$ cat src/rtl/sdi_idle_pkg.sv
// Package: constants and types for the idle character and status registers
package sdi_idle_pkg;

    // ------------------------------------------------------------------
    // Register offsets
    // ------------------------------------------------------------------
    localparam logic [7:0] SDI_OFS_IDLE_LOW = 8'h0D;
    localparam logic [7:0] SDI_OFS_IDLE_HIGH = 8'h0E;
    localparam logic [7:0] SDI_OFS_STATUS = 8'h1D;

    // ------------------------------------------------------------------
    // Field positions and reset values
    // ------------------------------------------------------------------
    localparam int SDI_IDLE_W = 10;
    localparam int SDI_HIGH_LSB = 8;
    localparam int SDI_ST_LOOP_BIT = 5;
    localparam int SDI_ST_MODE_LSB = 3;
    localparam int SDI_ST_PART_LSB = 0;
    // K28.5 with running disparity negative
    localparam logic [9:0] SDI_IDLE_RST = 10'h17C;
    localparam logic [1:0] SDI_MODE_ASI = 2'h3;
    // Part-type code: value is arbitrary
    localparam logic [1:0] SDI_PART_CODE = 2'h2;

    // ------------------------------------------------------------------
    // Types
    // ------------------------------------------------------------------
    typedef struct packed {
        logic wr;
        logic [7:0] addr;
        logic [7:0] wdata;
    } sdi_reg_req_t;

    typedef struct packed {
        logic [9:0] idle_char;
        logic loop_en;
        logic [1:0] mode;
        logic [7:0] rdata;
        logic [9:0] data_out;
    } sdi_state_t;

endpackage : sdi_idle_pkg

$ cat src/rtl/sdi_idle_regs.sv
// Module: idle character insertion and status readback registers
`timescale 1ns/1ns
module sdi_idle_regs #(
    parameter logic [1:0] PART_CODE = sdi_idle_pkg::SDI_PART_CODE
) (
    input wire logic clk_i,
    input wire logic rstn_i,
    input wire sdi_idle_pkg::sdi_reg_req_t req_i,
    output logic [7:0] rdata_o,
    input wire logic [9:0] rx_data_i,
    input wire logic rx_valid_i,
    input wire logic [1:0] mode_i,
    input wire logic loop_en_i,
    output logic [9:0] data_o,
    output logic [9:0] idle_char_o
);
    import sdi_idle_pkg::*;

    sdi_state_t state_reg;
    sdi_state_t state_next;

    // ------------------------------------------------------------------
    // Next state
    // ------------------------------------------------------------------
    always_comb begin
        logic [7:0] st;
        st = 8'h00;
        state_next = state_reg;
        if (req_i.wr) begin
            if (req_i.addr == SDI_OFS_IDLE_LOW) begin
                state_next.idle_char[7:0] = req_i.wdata;
            end
            if (req_i.addr == SDI_OFS_IDLE_HIGH) begin
                // Upper six bits dropped on purpose
                state_next.idle_char[9:8] = req_i.wdata[1:0];
            end
        end
        state_next.loop_en = loop_en_i;
        state_next.mode = mode_i;
        st[SDI_ST_LOOP_BIT] = state_reg.loop_en;
        st[SDI_ST_MODE_LSB +: 2] = state_reg.mode;
        st[SDI_ST_PART_LSB +: 2] = PART_CODE;
        case (req_i.addr)
            SDI_OFS_IDLE_LOW: state_next.rdata = state_reg.idle_char[7:0];
            SDI_OFS_IDLE_HIGH: begin
                state_next.rdata = {6'h00, state_reg.idle_char[9:8]};
            end
            SDI_OFS_STATUS: state_next.rdata = st;
            default: state_next.rdata = 8'h00;
        endcase
        // Idle replaces any word the receiver could not vouch for
        if (rx_valid_i) begin
            state_next.data_out = rx_data_i;
        end else begin
            state_next.data_out = state_reg.idle_char;
        end
    end

    // ------------------------------------------------------------------
    // State register
    // ------------------------------------------------------------------
    always_ff @(posedge clk_i) begin
        if (!rstn_i) begin
            state_reg.idle_char <= SDI_IDLE_RST;
            // Synchronous reset, so the pin may be caught here
            state_reg.loop_en <= loop_en_i;
            state_reg.mode <= 2'h0;
            state_reg.rdata <= 8'h00;
            state_reg.data_out <= SDI_IDLE_RST;
        end else begin
            state_reg <= state_next;
        end
    end

    assign rdata_o = state_reg.rdata;
    assign data_o = state_reg.data_out;
    assign idle_char_o = state_reg.idle_char;

    // ------------------------------------------------------------------
    // Elaboration checks
    // ------------------------------------------------------------------
    // The status byte is assembled by position, so overlapping fields
    // would silently corrupt each other
    if (SDI_ST_MODE_LSB + 2 > SDI_ST_LOOP_BIT) begin : g_chk_mode
        $error("mode field overlaps loop bit");
    end
    if (SDI_ST_PART_LSB + 2 > SDI_ST_MODE_LSB) begin : g_chk_part
        $error("part field overlaps mode field");
    end
    if (SDI_IDLE_W != SDI_HIGH_LSB + 2) begin : g_chk_idle
        $error("idle width does not match register pair");
    end

    // ------------------------------------------------------------------
    // Assertions
    // ------------------------------------------------------------------
    AST_IDLE_INSERT: assert property (
        @(posedge clk_i) disable iff (!rstn_i)
        !rx_valid_i |=> data_o == $past(idle_char_o))
        else $error("idle not inserted");

    AST_DATA_PASS: assert property (
        @(posedge clk_i) disable iff (!rstn_i)
        rx_valid_i |=> data_o == $past(rx_data_i))
        else $error("valid data not forwarded");

    AST_NO_DATA_IDLE: assert property (
        @(posedge clk_i) disable iff (!rstn_i)
        !rx_valid_i && !req_i.wr |=> data_o == idle_char_o)
        else $error("output differs from held idle");

    AST_DATA_RESET: assert property (
        @(posedge clk_i)
        !rstn_i |=> data_o == SDI_IDLE_RST)
        else $error("output word not idle after reset");

    AST_IDLE_RESET: assert property (
        @(posedge clk_i)
        !rstn_i |=> idle_char_o == SDI_IDLE_RST)
        else $error("idle reset value wrong");

    AST_IDLE_HOLD: assert property (
        @(posedge clk_i) disable iff (!rstn_i)
        !req_i.wr |=> $stable(idle_char_o))
        else $error("idle changed without write");

    AST_IDLE_WRITE: assert property (
        @(posedge clk_i) disable iff (!rstn_i)
        req_i.wr && req_i.addr == SDI_OFS_IDLE_HIGH
        |=> idle_char_o[9:8] == $past(req_i.wdata[1:0]))
        else $error("idle high bits not written");

    AST_IDLE_LOW_WRITE: assert property (
        @(posedge clk_i) disable iff (!rstn_i)
        req_i.wr && req_i.addr == SDI_OFS_IDLE_LOW
        |=> idle_char_o[7:0] == $past(req_i.wdata))
        else $error("idle low bits not written");

    AST_HIGH_KEEPS_LOW: assert property (
        @(posedge clk_i) disable iff (!rstn_i)
        req_i.wr && req_i.addr == SDI_OFS_IDLE_HIGH
        |=> idle_char_o[7:0] == $past(idle_char_o[7:0]))
        else $error("high write disturbed low bits");

    AST_LOW_KEEPS_HIGH: assert property (
        @(posedge clk_i) disable iff (!rstn_i)
        req_i.wr && req_i.addr == SDI_OFS_IDLE_LOW
        |=> idle_char_o[9:8] == $past(idle_char_o[9:8]))
        else $error("low write disturbed high bits");

    AST_LOW_READ: assert property (
        @(posedge clk_i) disable iff (!rstn_i)
        req_i.addr == SDI_OFS_IDLE_LOW
        |=> rdata_o == $past(idle_char_o[7:0]))
        else $error("idle low readback wrong");

    AST_HIGH_READ: assert property (
        @(posedge clk_i) disable iff (!rstn_i)
        req_i.addr == SDI_OFS_IDLE_HIGH
        |=> rdata_o[1:0] == $past(idle_char_o[9:8]))
        else $error("idle high readback wrong");

    // Catches the pin level at the last reset edge, two edges to rdata_o
    AST_LOOP_RESET: assert property (
        @(posedge clk_i)
        !rstn_i ##1 rstn_i && !req_i.wr && req_i.addr == SDI_OFS_STATUS
        |=> rdata_o[SDI_ST_LOOP_BIT] == $past(loop_en_i, 2))
        else $error("loop bit not from pin");

    AST_LOOP_FOLLOW: assert property (
        @(posedge clk_i) disable iff (!rstn_i)
        req_i.addr == SDI_OFS_STATUS ##1 req_i.addr == SDI_OFS_STATUS
        |=> rdata_o[SDI_ST_LOOP_BIT] == $past(loop_en_i, 2))
        else $error("loop bit does not follow pin");

    AST_MODE_READ: assert property (
        @(posedge clk_i) disable iff (!rstn_i)
        req_i.addr == SDI_OFS_STATUS ##1 req_i.addr == SDI_OFS_STATUS
        |=> rdata_o[SDI_ST_MODE_LSB +: 2] == $past(mode_i, 2))
        else $error("mode field wrong");

    AST_ASI_MODE: assert property (
        @(posedge clk_i) disable iff (!rstn_i)
        req_i.addr == SDI_OFS_STATUS && mode_i == SDI_MODE_ASI
        ##1 req_i.addr == SDI_OFS_STATUS
        |=> rdata_o[SDI_ST_MODE_LSB +: 2] == SDI_MODE_ASI)
        else $error("asi mode not reported");

    AST_STD_MODE: assert property (
        @(posedge clk_i) disable iff (!rstn_i)
        req_i.addr == SDI_OFS_STATUS && mode_i != SDI_MODE_ASI
        ##1 req_i.addr == SDI_OFS_STATUS
        |=> rdata_o[SDI_ST_MODE_LSB +: 2] != SDI_MODE_ASI)
        else $error("standard mode reported as asi");

    AST_PART_READ: assert property (
        @(posedge clk_i) disable iff (!rstn_i)
        req_i.addr == SDI_OFS_STATUS |=> rdata_o[1:0] == PART_CODE)
        else $error("part code wrong");

    AST_PART_FIXED: assert property (
        @(posedge clk_i) disable iff (!rstn_i)
        req_i.addr == SDI_OFS_STATUS ##1 req_i.addr == SDI_OFS_STATUS
        |=> $stable(rdata_o[SDI_ST_PART_LSB +: 2]))
        else $error("part code not fixed");

    AST_RSVD_ZERO: assert property (
        @(posedge clk_i) disable iff (!rstn_i)
        req_i.addr == SDI_OFS_IDLE_HIGH |=> rdata_o[7:2] == 6'h00)
        else $error("reserved bits nonzero");

    AST_STATUS_RSVD: assert property (
        @(posedge clk_i) disable iff (!rstn_i)
        req_i.addr == SDI_OFS_STATUS
        |=> rdata_o[7:6] == 2'h0 && rdata_o[2] == 1'b0)
        else $error("status reserved bits nonzero");

    AST_UNMAPPED_ZERO: assert property (
        @(posedge clk_i) disable iff (!rstn_i)
        req_i.addr != SDI_OFS_IDLE_LOW && req_i.addr != SDI_OFS_IDLE_HIGH
        && req_i.addr != SDI_OFS_STATUS |=> rdata_o == 8'h00)
        else $error("unmapped read nonzero");

    // Status and unmapped offsets must never reach the idle storage
    AST_OTHER_WRITE: assert property (
        @(posedge clk_i) disable iff (!rstn_i)
        req_i.wr && req_i.addr != SDI_OFS_IDLE_LOW
        && req_i.addr != SDI_OFS_IDLE_HIGH |=> $stable(idle_char_o))
        else $error("stray write changed idle");

    AST_RDATA_RESET: assert property (
        @(posedge clk_i)
        !rstn_i |=> rdata_o == 8'h00)
        else $error("read data not cleared by reset");

endmodule : sdi_idle_regs

$ cat config.mk
export PLATFORM = sky130hd
export DESIGN_NAME = sdi_idle_regs
export DESIGN_NICKNAME = d
export VERILOG_FILES = /design/src/rtl/sdi_idle_pkg.sv /design/src/rtl/sdi_idle_regs.sv
export SDC_FILE = /design/constraint.sdc
export NUM_CORES = 1
export LEC_CHECK = 0
export BUFFER_PORTS_ARGS = -buffer_cell sky130_fd_sc_hd__buf_2
export CAP_MARGIN = 15
export CORE_MARGIN = 1
export CORE_UTILIZATION = 50
export DETAILED_ROUTE_END_ITERATION = 16
export PLACE_DENSITY = 0.86
export SKIP_LAST_GASP = 1
export SLEW_MARGIN = 40
export SYNTH_ARGS = -nofsm -noshare
export SYNTH_HDL_FRONTEND = slang
export SYNTH_SLANG_ARGS = --single-unit
$ cat constraint.sdc
create_clock -name clk_i -period 1.69 [get_ports clk_i]
set_clock_uncertainty 0.15 [all_clocks]
set_input_delay 0.0845 -clock clk_i [delete_from_list [all_inputs] [get_ports clk_i]]
set_output_delay 0.0845 -clock clk_i [all_outputs]
set_load 0.02 [all_outputs]
==> results of run 1 <==
[final timing paths]
kind / start / end / slack (ps) / cells past startpoint
worst max-delay path: req_i[13] / rdata_o[2]$_SDFF_PN0_ / 130 / 5
worst min-delay path: rx_valid_i / data_o[6]$_SDFF_PN1_ / 70 / 3
worst max register to register: idle_char_o[5]$_SDFFE_PN1P_ / idle_char_o[5]$_SDFFE_PN1P_ / 850 / 2
worst min register to register: idle_char_o[7]$_SDFFE_PN0P_ / idle_char_o[7]$_SDFFE_PN0P_ / 340 / 2
[critical path: stages]
cell,delay [ps]
dlygate4sd3_1,530
buf_2,130
or4b_4,550
nor3b_2,230
and2_1,150
[power groups by stage]
stage	registers [uW]	clock network (uW)	logic, uW
floorplan	764	0	80.9
global placement	764	0	118
detailed placement	765	0	122
CTS	747	604	168
global route	749	640	185
finish	747	588	171
[cells by family (layout without fill, tap and decap cells)]
family | count (synthesis) | count (layout) | share of synthesized area [%]
AO/OA/AOI/OAI | 3 | 3 | 1.26
buffers and inverters | 34 | 97 | 17.1
flip-flops | 31 | 31 | 44.8
multiplexers | 23 | 23 | 16.6
AND/OR/NAND/NOR | 47 | 47 | 20.2
[per-layer routing]
metal / part of all wire (%) / track usage, % / routed length (um) / up-vias
li1: - / - / - / 555
met4: 1.7 / 10.3 / 51 / 0
met5: 0 / 0 / 0 / -
met3: 5.2 / 7.78 / 154 / 6
met2: 51 / 36.9 / 1520 / 43
met1: 42 / 23.8 / 1240 / 496
[area by class of cell]
cell class	instances	area share [%]
repair buffers	89	31.4
multi-input cells	73	28.5
flip-flops and latches	31	33.4
clock buffers	6	2.76
well taps	30	2.02
clock inverters	2	1.89
[what timing repair did]
| action | CTS | global route |
|---|---|---|
| buffers inserted | 0 | 0 |
| endpoints found under the hold margin | 26 | 0 |
| resized for setup | 0 | 0 |
| hold buffers | 26 | 0 |
[metrics by stage]
stage          total power, uW  setup WS (ps)  utilization, %  std cells  instance area, um^2
6_report                  1510            134            72.9        231                 1860
5_1_grt                   1570           27.2            72.9        231                 1860
4_1_cts                   1520            136            72.9        231                 1860
3_5_place_dp               887            340            59.3        197                 1510
3_3_place_gp               882            388            59.3        197                 1510
2_1_floorplan              845            522               -        138                 1390
[cells in the final DEF, fill, tap and decap left out, drive strengths merged]
master,Yosys,final
dlygate4sd3,0,26
mux2i,23,23
and4b,4,4
dfxtp,31,31
nor3,2,2
clkinv,0,1
nand3b,1,1
and2,5,5
nand3,1,1
clkbuf,3,6
nor2,3,3
nor2b,16,16
nand2,13,13
a21oi,1,1
or4b,1,1
bufinv,0,1
buf,31,63
a22oi,1,1
nor3b,1,1
o21ai,1,1
==> out/qor.json, run 1 <==
{
  "floorplan.die.height_um": 54.6,
  "powerDensity_nw_per_um2": 812,
  "unrepaired_setup_endpoints_after_global_routing": "false",
  "clock_insertion_delay_worst_skew_ps": 320,
  "grt.overflow.total": 0,
  "ff_latch_area_um2": 621,
  "floorplan.initialDensity_pct": 54.4,
  "yosys.area.top_type_share_pct": 44.8,
  "synth.avg_cell_area_um2": 10.0,
  "intPower_uw": 1190,
  "detailedRoute.firstPassIterationCount": 4,
  "synthCells": 138,
  "cts.sinks": 31,
  "synth_async_sr_flop_share_pct": 0,
  "ys_ff_latch": 31,
  "port_buffers": 60,
  "area_added_between_synthesis_and_finish_pct": 34.0,
  "vias_per_cell": 4.76,
  "setup_viol_count_final": 0,
  "min-delay-path-class": "input port to register",
  "cp_max_fanout": 3,
  "grt_pass1_wl_mm": 4.43,
  "maxClockFrequency_ghz": 0.643,
  "power_frac_seq_pct": 49.6,
  "placement_rows": 18,
  "nets": 233,
  "post-synth-top-count-cell": "dfxtp_1",
  "globalplace.congestion": 0.718,
  "power_switching_uw": 312,
  "overall_die_width_um": 54.6,
  "worst_ep_required_time_ps": 1810,
  "dominantRegCellSynth": "dfxtp_1",
  "period_share_pct": 92.0,
  "yosys-top-cells-area": "dfxtp_1, mux2i_1, buf_4, nor2b_1, nand2_1",
  "comb_power_share_pct": 11.4,
  "antenna_found_initial": 0,
  "cts-htree-levels": 2,
  "via_count": 1100,
  "netlist_area_um2": 1390,
  "filler_cell_count": 186,
  "yosys_warnings": 0,
  "globalRouteTotalUtil_pct": 21.8,
  "detail_route.wl_per_cell_um": 12.8,
  "power.share.clock_pct": 39.0,
  "tns_ps": 0,
  "maximum_number_of_pins_on_one_net_before_global_route_repair": 33,
  "post-route-min-period_ps": 1560,
  "dieArea_um2": 2980,
  "synth_enable_flop_cells": 0,
  "cts_tree": "yes",
  "tightestPinTransition_ps": 335,
  "end_kind": "register",
  "post_route_cells_drive_above_1_share_pct": 36.3,
  "startpoint_type": "input port",
  "max_cap_violations": 0,
  "detailedRoute.firstIterationViolations": 6,
  "timing.slew.headroom_pct": 77.7,
  "synth-seq-area-share_pct": 44.8,
  "post_synth_most_frequent_cells": "dfxtp_1, buf_4, mux2i_1",
  "final_hold_viol_count": 0,
  "status": "completed",
  "synth_area_leader_cell": "dfxtp_1",
  "clk_root_buffer_cell": "clkbuf_4",
  "drt_antenna_net_count": 0,
  "detail_route.wirelength_mm": 2.96,
  "finalHoldWorstSlack_ps": 65.7,
  "postSynthNetCount": 171,
  "total_count_of_max_transition_violations_in_the_final_report": 0,
  "clock_path_buffers": 2,
  "dp_hpwl_mm": 1.89,
  "critical_path_arrival_ps": 1670,
  "boundaryPins": 61,
  "clkSlewWorstSetupHoldPaths_ps": 90,
  "drc": 0,
  "synth.lib_cells_used.distinct": 18,
  "cts_inserted_buffers": 5,
  "total_leakage_power_uw": 0.000857,
  "antenna_cells": 0,
  "worst_ir_drop_vdd_mv": 0.756,
  "worstSetupPathType": "input port to register",
  "grt_pass1_vias": 1065,
  "multiInputGateArea_um2": 528,
  "switching_share_pct": 20.7,
  "core_area_um2": 2540
}
Note: power is estimated with default switching activity, not from simulation.
==> run 2, diff against run 1 <==
clock period = 1.85 ns   (was 1.69 ns; I/O delays follow)
==> run 2 against run 1 <==
  * Flip-flop and latch count is the same
  * Count of clock-buffer cells in the layout stayed put
  * Worst hold slack got worse by 54 ps
  * Critical path type unchanged
==> out/qor.json, run 2 (same netlist as run 1, synthesis figures left out) <==
{
  "dieArea": {"value": 2980, "unit": "um^2", "change": "unchanged"},
  "cells_on_worst_hold_path": {"value": 3, "change": "unchanged"},
  "cp_slowest_stage_delay": {"value": 560, "unit": "ps", "change": "about the same"},
  "min-delay-path-class": "input port to register",
  "detailedRoute.firstPassIterationCount": {"value": 4, "change": "unchanged"},
  "critical_path.n_buffers_inverters": {"value": 2, "change": "unchanged"},
  "crit_chain": "dlygate4sd3_1 -> buf_2 -> or4b_4 -> nor3b_2 -> and2_1",
  "cts_inserted_buffers": {"value": 5, "change": "unchanged"},
  "antenna_found_initial": {"value": 0, "change": "unchanged"},
  "cts_post_setup_buffers_inserted": {"value": 0, "change": "unchanged"},
  "port_buffers": {"value": 60, "change": "unchanged"},
  "post_route_cells_drive_above_1_share": {"value": 36.7, "unit": "%", "change": "+0.37 points"},
  "clkSlewWorstSetupHoldPaths": {"value": 90, "unit": "ps", "change": "about the same"},
  "dp_hpwl": {"value": 1.87, "unit": "mm", "change": "-0.81%"},
  "power_switching": {"value": 276, "unit": "uW", "change": "-12%"},
  "timing.reg2reg.worst_path_depth": {"value": 2, "change": "unchanged"},
  "clock_insertion_delay_worst_skew": {"value": 330, "unit": "ps", "change": "about the same"},
  "setup_viol_count_final": {"value": 0, "change": "unchanged"},
  "end_kind": "register",
  "cts.sinks": {"value": 31, "change": "unchanged"},
  "globalRouteTotalUtil": {"value": 21.8, "unit": "%", "change": "+0.071 points"},
  "worst_ep_required_time": {"value": 1970, "unit": "ps", "change": "+160 ps"},
  "max_cap_violations": {"value": 0, "change": "unchanged"},
  "post-route-min-period_ps": 1590,
  "period_share_pct": 85.7,
  "tns": {"value": 0, "unit": "ps", "change": "unchanged"},
  "placement_rows": {"value": 18, "change": "unchanged"},
  "grt_pass1_vias": {"value": 1052, "change": "-1.2%"},
  "core_area": {"value": 2540, "unit": "um^2", "change": "unchanged"},
  "floorplan.die.height": {"value": 54.6, "unit": "um", "change": "unchanged"},
  "comb_power_share": {"value": 12.5, "unit": "%", "change": "+1.1 points"},
  "critical_path_arrival": {"value": 1710, "unit": "ps", "change": "+40 ps"},
  "clk_root_buffer_cell": "clkbuf_4",
  "layout_commonest_cell": "buf_2",
  "tightestPinTransition": {"value": 325, "unit": "ps", "change": "-10.1 ps"},
  "intPower": {"value": 946, "unit": "uW", "change": "-21%"},
  "globalplace.congestion": {"value": 0.718, "change": "unchanged"},
  "detail_route.wirelength": {"value": 2.77, "unit": "mm", "change": "-6.3%"},
  "timing.slew.headroom": {"value": 78.3, "unit": "%", "change": "+0.67 points"},
  "final_hold_viol_count": {"value": 0, "change": "unchanged"},
  "vias_per_cell": {"value": 4.69, "change": "-1.4%"},
  "total_count_of_max_transition_violations_in_the_final_report": {"value": 0, "change": "unchanged"},
  "cts_tree": "yes",
  "powerDensity": {"value": 672, "unit": "nW/um^2", "change": "-17%"},
  "status": "completed",
  "via_count": {"value": 1075, "change": "-2.3%"},
  "clock_path_buffers": {"value": 2, "change": "unchanged"},
  "floorplan.initialDensity": {"value": 54.4, "unit": "%", "change": "unchanged"},
  "drc": {"value": 0, "change": "unchanged"},
  "cp_max_fanout": {"value": 3, "change": "unchanged"},
  "total_power": {"value": 1220, "unit": "uW", "change": "-19%"},
  "overall_die_width": {"value": 54.6, "unit": "um", "change": "unchanged"},
  "area_added_between_synthesis_and_finish_pct": 31.3,
  "startpoint_type": "input port",
  "finalHoldWorstSlack": {"value": 11.9, "unit": "ps", "change": "-53.9 ps"},
  "boundaryPins": {"value": 61, "change": "unchanged"},
  "unrepaired_setup_endpoints_after_global_routing": "false",
  "antenna_cells": {"value": 0, "change": "unchanged"},
  "most-common-layout-cells": "buf_2, dfxtp_1, dlygate4sd3_1",
  "detail_route.wl_per_cell": {"value": 12.1, "unit": "um", "change": "-5.5%"},
  "maxClockFrequency_ghz": 0.631,
  "power_frac_seq": {"value": 55.9, "unit": "%", "change": "+6.3 points"},
  "nets": {"value": 232, "change": "-0.43%"},
  "critical_path.top_delay_family": "simple AND/OR/NAND/NOR gates",
  "critPathSlowestCell": "or4b_4",
  "detailedRoute.firstIterationViolations": {"value": 3, "change": "-3"},
  "worstSetupPathType": "input port to register",
  "total_leakage_power": {"value": 0.000839, "unit": "uW", "change": "-2.1%"},
  "power.share.clock": {"value": 31.6, "unit": "%", "change": "-7.4 points"},
  "worst_ir_drop_vdd": {"value": 0.643, "unit": "mV", "change": "-15%"},
  "finalInstanceArea": {"value": 1820, "unit": "um^2", "change": "-2.0%"},
  "grt_pass1_wl": {"value": 4.45, "unit": "mm", "change": "+0.47%"},
  "place_area": {"value": 1510, "unit": "um^2", "change": "unchanged"},
  "switching_share": {"value": 22.6, "unit": "%", "change": "+1.9 points"},
  "grt.overflow.total": {"value": 0, "change": "unchanged"},
  "drt_antenna_net_count": {"value": 0, "change": "unchanged"},
  "maximum_number_of_pins_on_one_net_before_global_route_repair": {"value": 33, "change": "unchanged"},
  "cts-htree-levels": {"value": 2, "change": "unchanged"},
  "path_depth": {"value": 5, "change": "unchanged"}
}
run 2: cell types whose count changed in the layout (fill, tap and decap cells not counted):
cell,delta
dlygate4sd3_1,-1
a21oi_2,+1
a21oi_1,-1
bufinv_16,-1
run 2: worst paths after layout:
check / start / end / slack (ps)
max: req_i[14] / rdata_o[2]$_SDFF_PN0_ / 260
min reg2reg: state_reg[18]$_SDFF_PN0_ / rdata_o[3]$_SDFF_PN0_ / 330
max reg2reg: idle_char_o[1]$_SDFFE_PN0P_ / rdata_o[1]$_SDFF_PN0_ / 950
min: rstn_i / rdata_o[1]$_SDFF_PN0_ / 10
run 2: cell type report:
type | count | area (um^2)
clock buffers | 6 | 51.3
clock inverters | 1 | 5.00
fillers | 193 | 726
multi-input cells | 73 | 532
flip-flops and latches | 31 | 621
well taps | 30 | 37.5
repair buffers | 88 | 573
run 2: routing by layer:
| metal | up-vias | routed length (um) | global-route usage [%] |
|---|---|---|---|
| li1 | 547 | - | - |
| met5 | - | 0 | 0 |
| met2 | 41 | 1430 | 38.0 |
| met3 | 7 | 181 | 8.06 |
| met4 | 0 | 51 | 8.97 |
| met1 | 480 | 1110 | 23.5 |
run 2: power groups by stage:
stage	logic, uW	registers (uW)	clock network [uW]
2_1_floorplan	73.9	698	0
3_3_place_gp	108	698	0
3_5_place_dp	112	698	0
4_1_cts	152	683	398
5_1_grt	168	684	430
6_report	153	682	386
run 2: metrics by stage:
step	setup WS, ps	util (%)	std cells
global placement	540	59.3	197
CTS	17.6	71.7	230
global route	144	71.5	229
floorplan	674	-	138
detailed placement	491	59.3	197
finish	265	71.5	229
run 2: repair_timing:
item / 4_1_cts / 5_1_grt
gates resized for setup: 0 / 1
hold buffers: 26 / 0
endpoints found under the hold margin: 25 / 0
setup endpoints to repair: 0 / 1
run 2: worst reg2reg max path: stages, from the launching register on:
cell and delay, ps:
dfxtp_1 340, o21ai_0 230, a21oi_2 80
==> run 3, diff against run 2 <==
==> constraint.sdc (replaced) <==
create_clock -name clk_i -period 1.85 [get_ports clk_i]
set_clock_uncertainty 0.15 [all_clocks]
set_input_delay 0 -clock clk_i [delete_from_list [all_inputs] [get_ports clk_i]]
set_output_delay 0 -clock clk_i [all_outputs]
set_load 0.02 [all_outputs]
==> run 3 against run 2 <==
  * Worst hold slack gained 3.0 ps
  * Power grew 15%
  * Flip-flop and latch count is the same
  * Die area is the same
  * Register-to-register slack lost 550 ps
  * Global-route usage grew 2.4 points
  * Clock power grew 42%
  * Count of clock-buffer cells in the layout is the same
  * Worst setup slack lost 150 ps
  * Utilization grew 5.9 points
  * Cell area grew 8.2%
  * Largest cell class is now buffers
  * Non-clock buffer count grew 12
  * Critical path type unchanged
==> out/qor.json, run 3 (same netlist as run 1, synthesis figures left out) <==
{
  "unrepaired_setup_endpoints_after_global_routing": "false",
  "timing.slew.headroom": {"value": 77.8, "unit": "%", "change": "-0.53 points"},
  "floorplan.die.height": {"value": 54.6, "unit": "um", "change": "unchanged"},
  "powerDensity": {"value": 715, "unit": "nW/um^2", "change": "+6.5%"},
  "worst_ep_required_time": {"value": 1990, "unit": "ps", "change": "+20 ps"},
  "rr_endpoint": "rdata_o[1]$_SDFF_PN0_",
  "critical_path_arrival": {"value": 1870, "unit": "ps", "change": "+160 ps"},
  "cts_inserted_buffers": {"value": 5, "change": "unchanged"},
  "timing.reg2reg.worst_path_depth": {"value": 3, "change": "+1"},
  "layout_commonest_cell": "buf_2",
  "maximum_number_of_pins_on_one_net_before_global_route_repair": {"value": 33, "change": "unchanged"},
  "grt.overflow.total": {"value": 0, "change": "unchanged"},
  "worstSetupPathType": "input port to register",
  "cp_slowest_stage_delay": {"value": 550, "unit": "ps", "change": "about the same"},
  "startpoint_type": "input port",
  "globalplace.congestion": {"value": 0.781, "change": "+8.7%"},
  "grt_pass1_wl": {"value": 4.86, "unit": "mm", "change": "+9.1%"},
  "detailedRoute.firstIterationViolations": {"value": 10, "change": "+7"},
  "most-common-layout-cells": "buf_2, dlygate4sd3_1, dfxtp_1",
  "cts_post_setup_buffers_inserted": {"value": 0, "change": "unchanged"},
  "final_core_util": {"value": 77.3, "unit": "%", "change": "+5.9 points"},
  "floorplan.initialDensity": {"value": 54.4, "unit": "%", "change": "unchanged"},
  "globalRouteTotalUtil": {"value": 24.3, "unit": "%", "change": "+2.4 points"},
  "path_depth": {"value": 5, "change": "unchanged"},
  "max_cap_violations": {"value": 0, "change": "unchanged"},
  "hold_path.startpoint": "rx_valid_i",
  "cts-htree-levels": {"value": 2, "change": "unchanged"},
  "cts_tree": "yes",
  "core_area": {"value": 2540, "unit": "um^2", "change": "unchanged"},
  "final_hold_viol_count": {"value": 0, "change": "unchanged"},
  "holdPathEnd": "data_o[9]$_SDFF_PN0_",
  "detail_route.wl_per_cell": {"value": 13.0, "unit": "um", "change": "+7.6%"},
  "clock_insertion_delay_worst_skew": {"value": 340, "unit": "ps", "change": "about the same"},
  "grt_pass1_vias": {"value": 1153, "change": "+9.6%"},
  "filler_cell_count": {"value": 172, "change": "-11%"},
  "drc": {"value": 0, "change": "unchanged"},
  "end_kind": "register",
  "critical_path.top_delay_family": "buffers and inverters",
  "dp_hpwl": {"value": 1.91, "unit": "mm", "change": "+2.1%"},
  "critical_path.n_buffers_inverters": {"value": 3, "change": "+1"},
  "worst_ir_drop_vdd": {"value": 0.806, "unit": "mV", "change": "+25%"},
  "boundaryPins": {"value": 61, "change": "unchanged"},
  "clkSlewWorstSetupHoldPaths": {"value": 100, "unit": "ps", "change": "about the same"},
  "post-route-min-period": {"value": 1730, "unit": "ps", "change": "+148 ps"},
  "vias_per_cell": {"value": 4.81, "change": "+2.6%"},
  "post_route_cells_drive_above_1_share": {"value": 34.0, "unit": "%", "change": "-2.7 points"},
  "via_count": {"value": 1165, "change": "+8.4%"},
  "tns": {"value": 0, "unit": "ps", "change": "unchanged"},
  "cp_max_fanout": {"value": 3, "change": "unchanged"},
  "drt_antenna_net_count": {"value": 0, "change": "unchanged"},
  "min-delay-path-class": "input port to register",
  "crit_chain": "dlygate4sd3_1 -> buf_2 -> or4b_4 -> a21oi_1 -> dlygate4sd3_1",
  "port_buffers": {"value": 60, "change": "unchanged"},
  "overall_die_width": {"value": 54.6, "unit": "um", "change": "unchanged"},
  "status": "completed",
  "clk_root_buffer_cell": "clkbuf_4",
  "clock_path_buffers": {"value": 2, "change": "unchanged"},
  "period_share": {"value": 93.7, "unit": "%", "change": "+8.0 points"},
  "maxClockFrequency": {"value": 0.577, "unit": "GHz", "change": "-8.5%"},
  "detail_route.wirelength": {"value": 3.15, "unit": "mm", "change": "+14%"},
  "dieArea": {"value": 2980, "unit": "um^2", "change": "unchanged"},
  "cts.sinks": {"value": 31, "change": "unchanged"},
  "area_added_between_synthesis_and_finish_pct": 42.1,
  "setup_viol_count_final": {"value": 0, "change": "unchanged"},
  "total_count_of_max_transition_violations_in_the_final_report": {"value": 0, "change": "unchanged"},
  "reg2reg_slack": {"value": 400, "unit": "ps", "change": "-550 ps"},
  "antenna_cells": {"value": 0, "change": "unchanged"},
  "critPathSlowestCell": "or4b_4",
  "total_leakage_power": {"value": 0.000911, "unit": "uW", "change": "+8.6%"},
  "cp_common_cell": "dlygate4sd3_1",
  "antenna_found_initial": {"value": 0, "change": "unchanged"},
  "nets": {"value": 244, "change": "+5.2%"},
  "placement_rows": {"value": 18, "change": "unchanged"},
  "cells_on_worst_hold_path": {"value": 3, "change": "unchanged"},
  "detailedRoute.firstPassIterationCount": {"value": 4, "change": "unchanged"},
  "rr_startpoint": "idle_char_o[1]$_SDFFE_PN0P_",
  "cts_repair_resize_count": {"value": 0, "change": "unchanged"},
  "tightestPinTransition": {"value": 333, "unit": "ps", "change": "+7.97 ps"}
}
==> run 3: cell types whose count changed in the layout (fill, tap and decap cells not counted), sizes merged <==
cell / change
bufinv: +1
buf: -1
dlygate4sd3: +13
==> run 3: worst max path at each step <==
stage / startpoint / to / slack, ps
2_1_floorplan: req_i[9] / idle_char_o[0]$_SDFFE_PN0P_ / 770
3_3_place_gp: req_i[9] / idle_char_o[6]$_SDFFE_PN1P_ / 540
3_5_place_dp: req_i[13] / idle_char_o[7]$_SDFFE_PN0P_ / 450
4_1_cts: req_i[13] / rdata_o[1]$_SDFF_PN0_ / 120
5_1_grt: req_i[13] / rdata_o[1]$_SDFF_PN0_ / 80
6_report: req_i[13] / rdata_o[1]$_SDFF_PN0_ / 120
==> run 3: report_power, final <==
group          switching (uW)  internal, uW
clock network             231           319
registers                3.09           680
logic                    67.7           107
==> run 3: timing repair <==
| item | in CTS | in global routing |
|---|---|---|
| hold buffers | 38 | 0 |
| endpoints found under the hold margin | 31 | 0 |
| endpoints found under the setup margin | 0 | 0 |
==> run 3: per-stage QoR <==
| stage | hold slack, ps | instance area [um^2] | setup WS (ps) | total power (uW) | std cells |
|---|---|---|---|---|---|
| after global placement | -46.9 | 1500 | 541 | 806 | 196 |
| final | 14.9 | 1970 | 116 | 1410 | 242 |
| after CTS | 13.6 | 1970 | 120 | 1420 | 242 |
| after floorplan | -122 | 1390 | 767 | 772 | 138 |
| after detailed placement | -45.6 | 1500 | 451 | 810 | 196 |
| after global routing | 32.6 | 1970 | 79.2 | 1470 | 242 |
==> run 3: cell type report <==
cell class,count,area (um^2),area share [%]
Clock buffer,6,51.3,2.61
Clock inverter,2,35.0,1.78
Multi-Input combinational cell,73,528,26.8
Sequential cell,31,621,31.5
Tap cell,30,37.5,1.91
Timing Repair Buffer,100,696,35.3
==> run 3: tightest hold or removal path, stage by stage <==
cell,delay [ps]
buf_2,210
mux2i_1,160
nor2b_1,100
==> run 3: per-layer routing <==
layer | part of all wire [%] | global-route usage (%) | vias to the layer above
met3 | 4.9 | 6.39 | 10
li1 | - | - | 572
met4 | 2.4 | 14.5 | 0
met5 | 0 | 0 | -
met2 | 53 | 42.2 | 41
met1 | 40 | 25.9 | 542
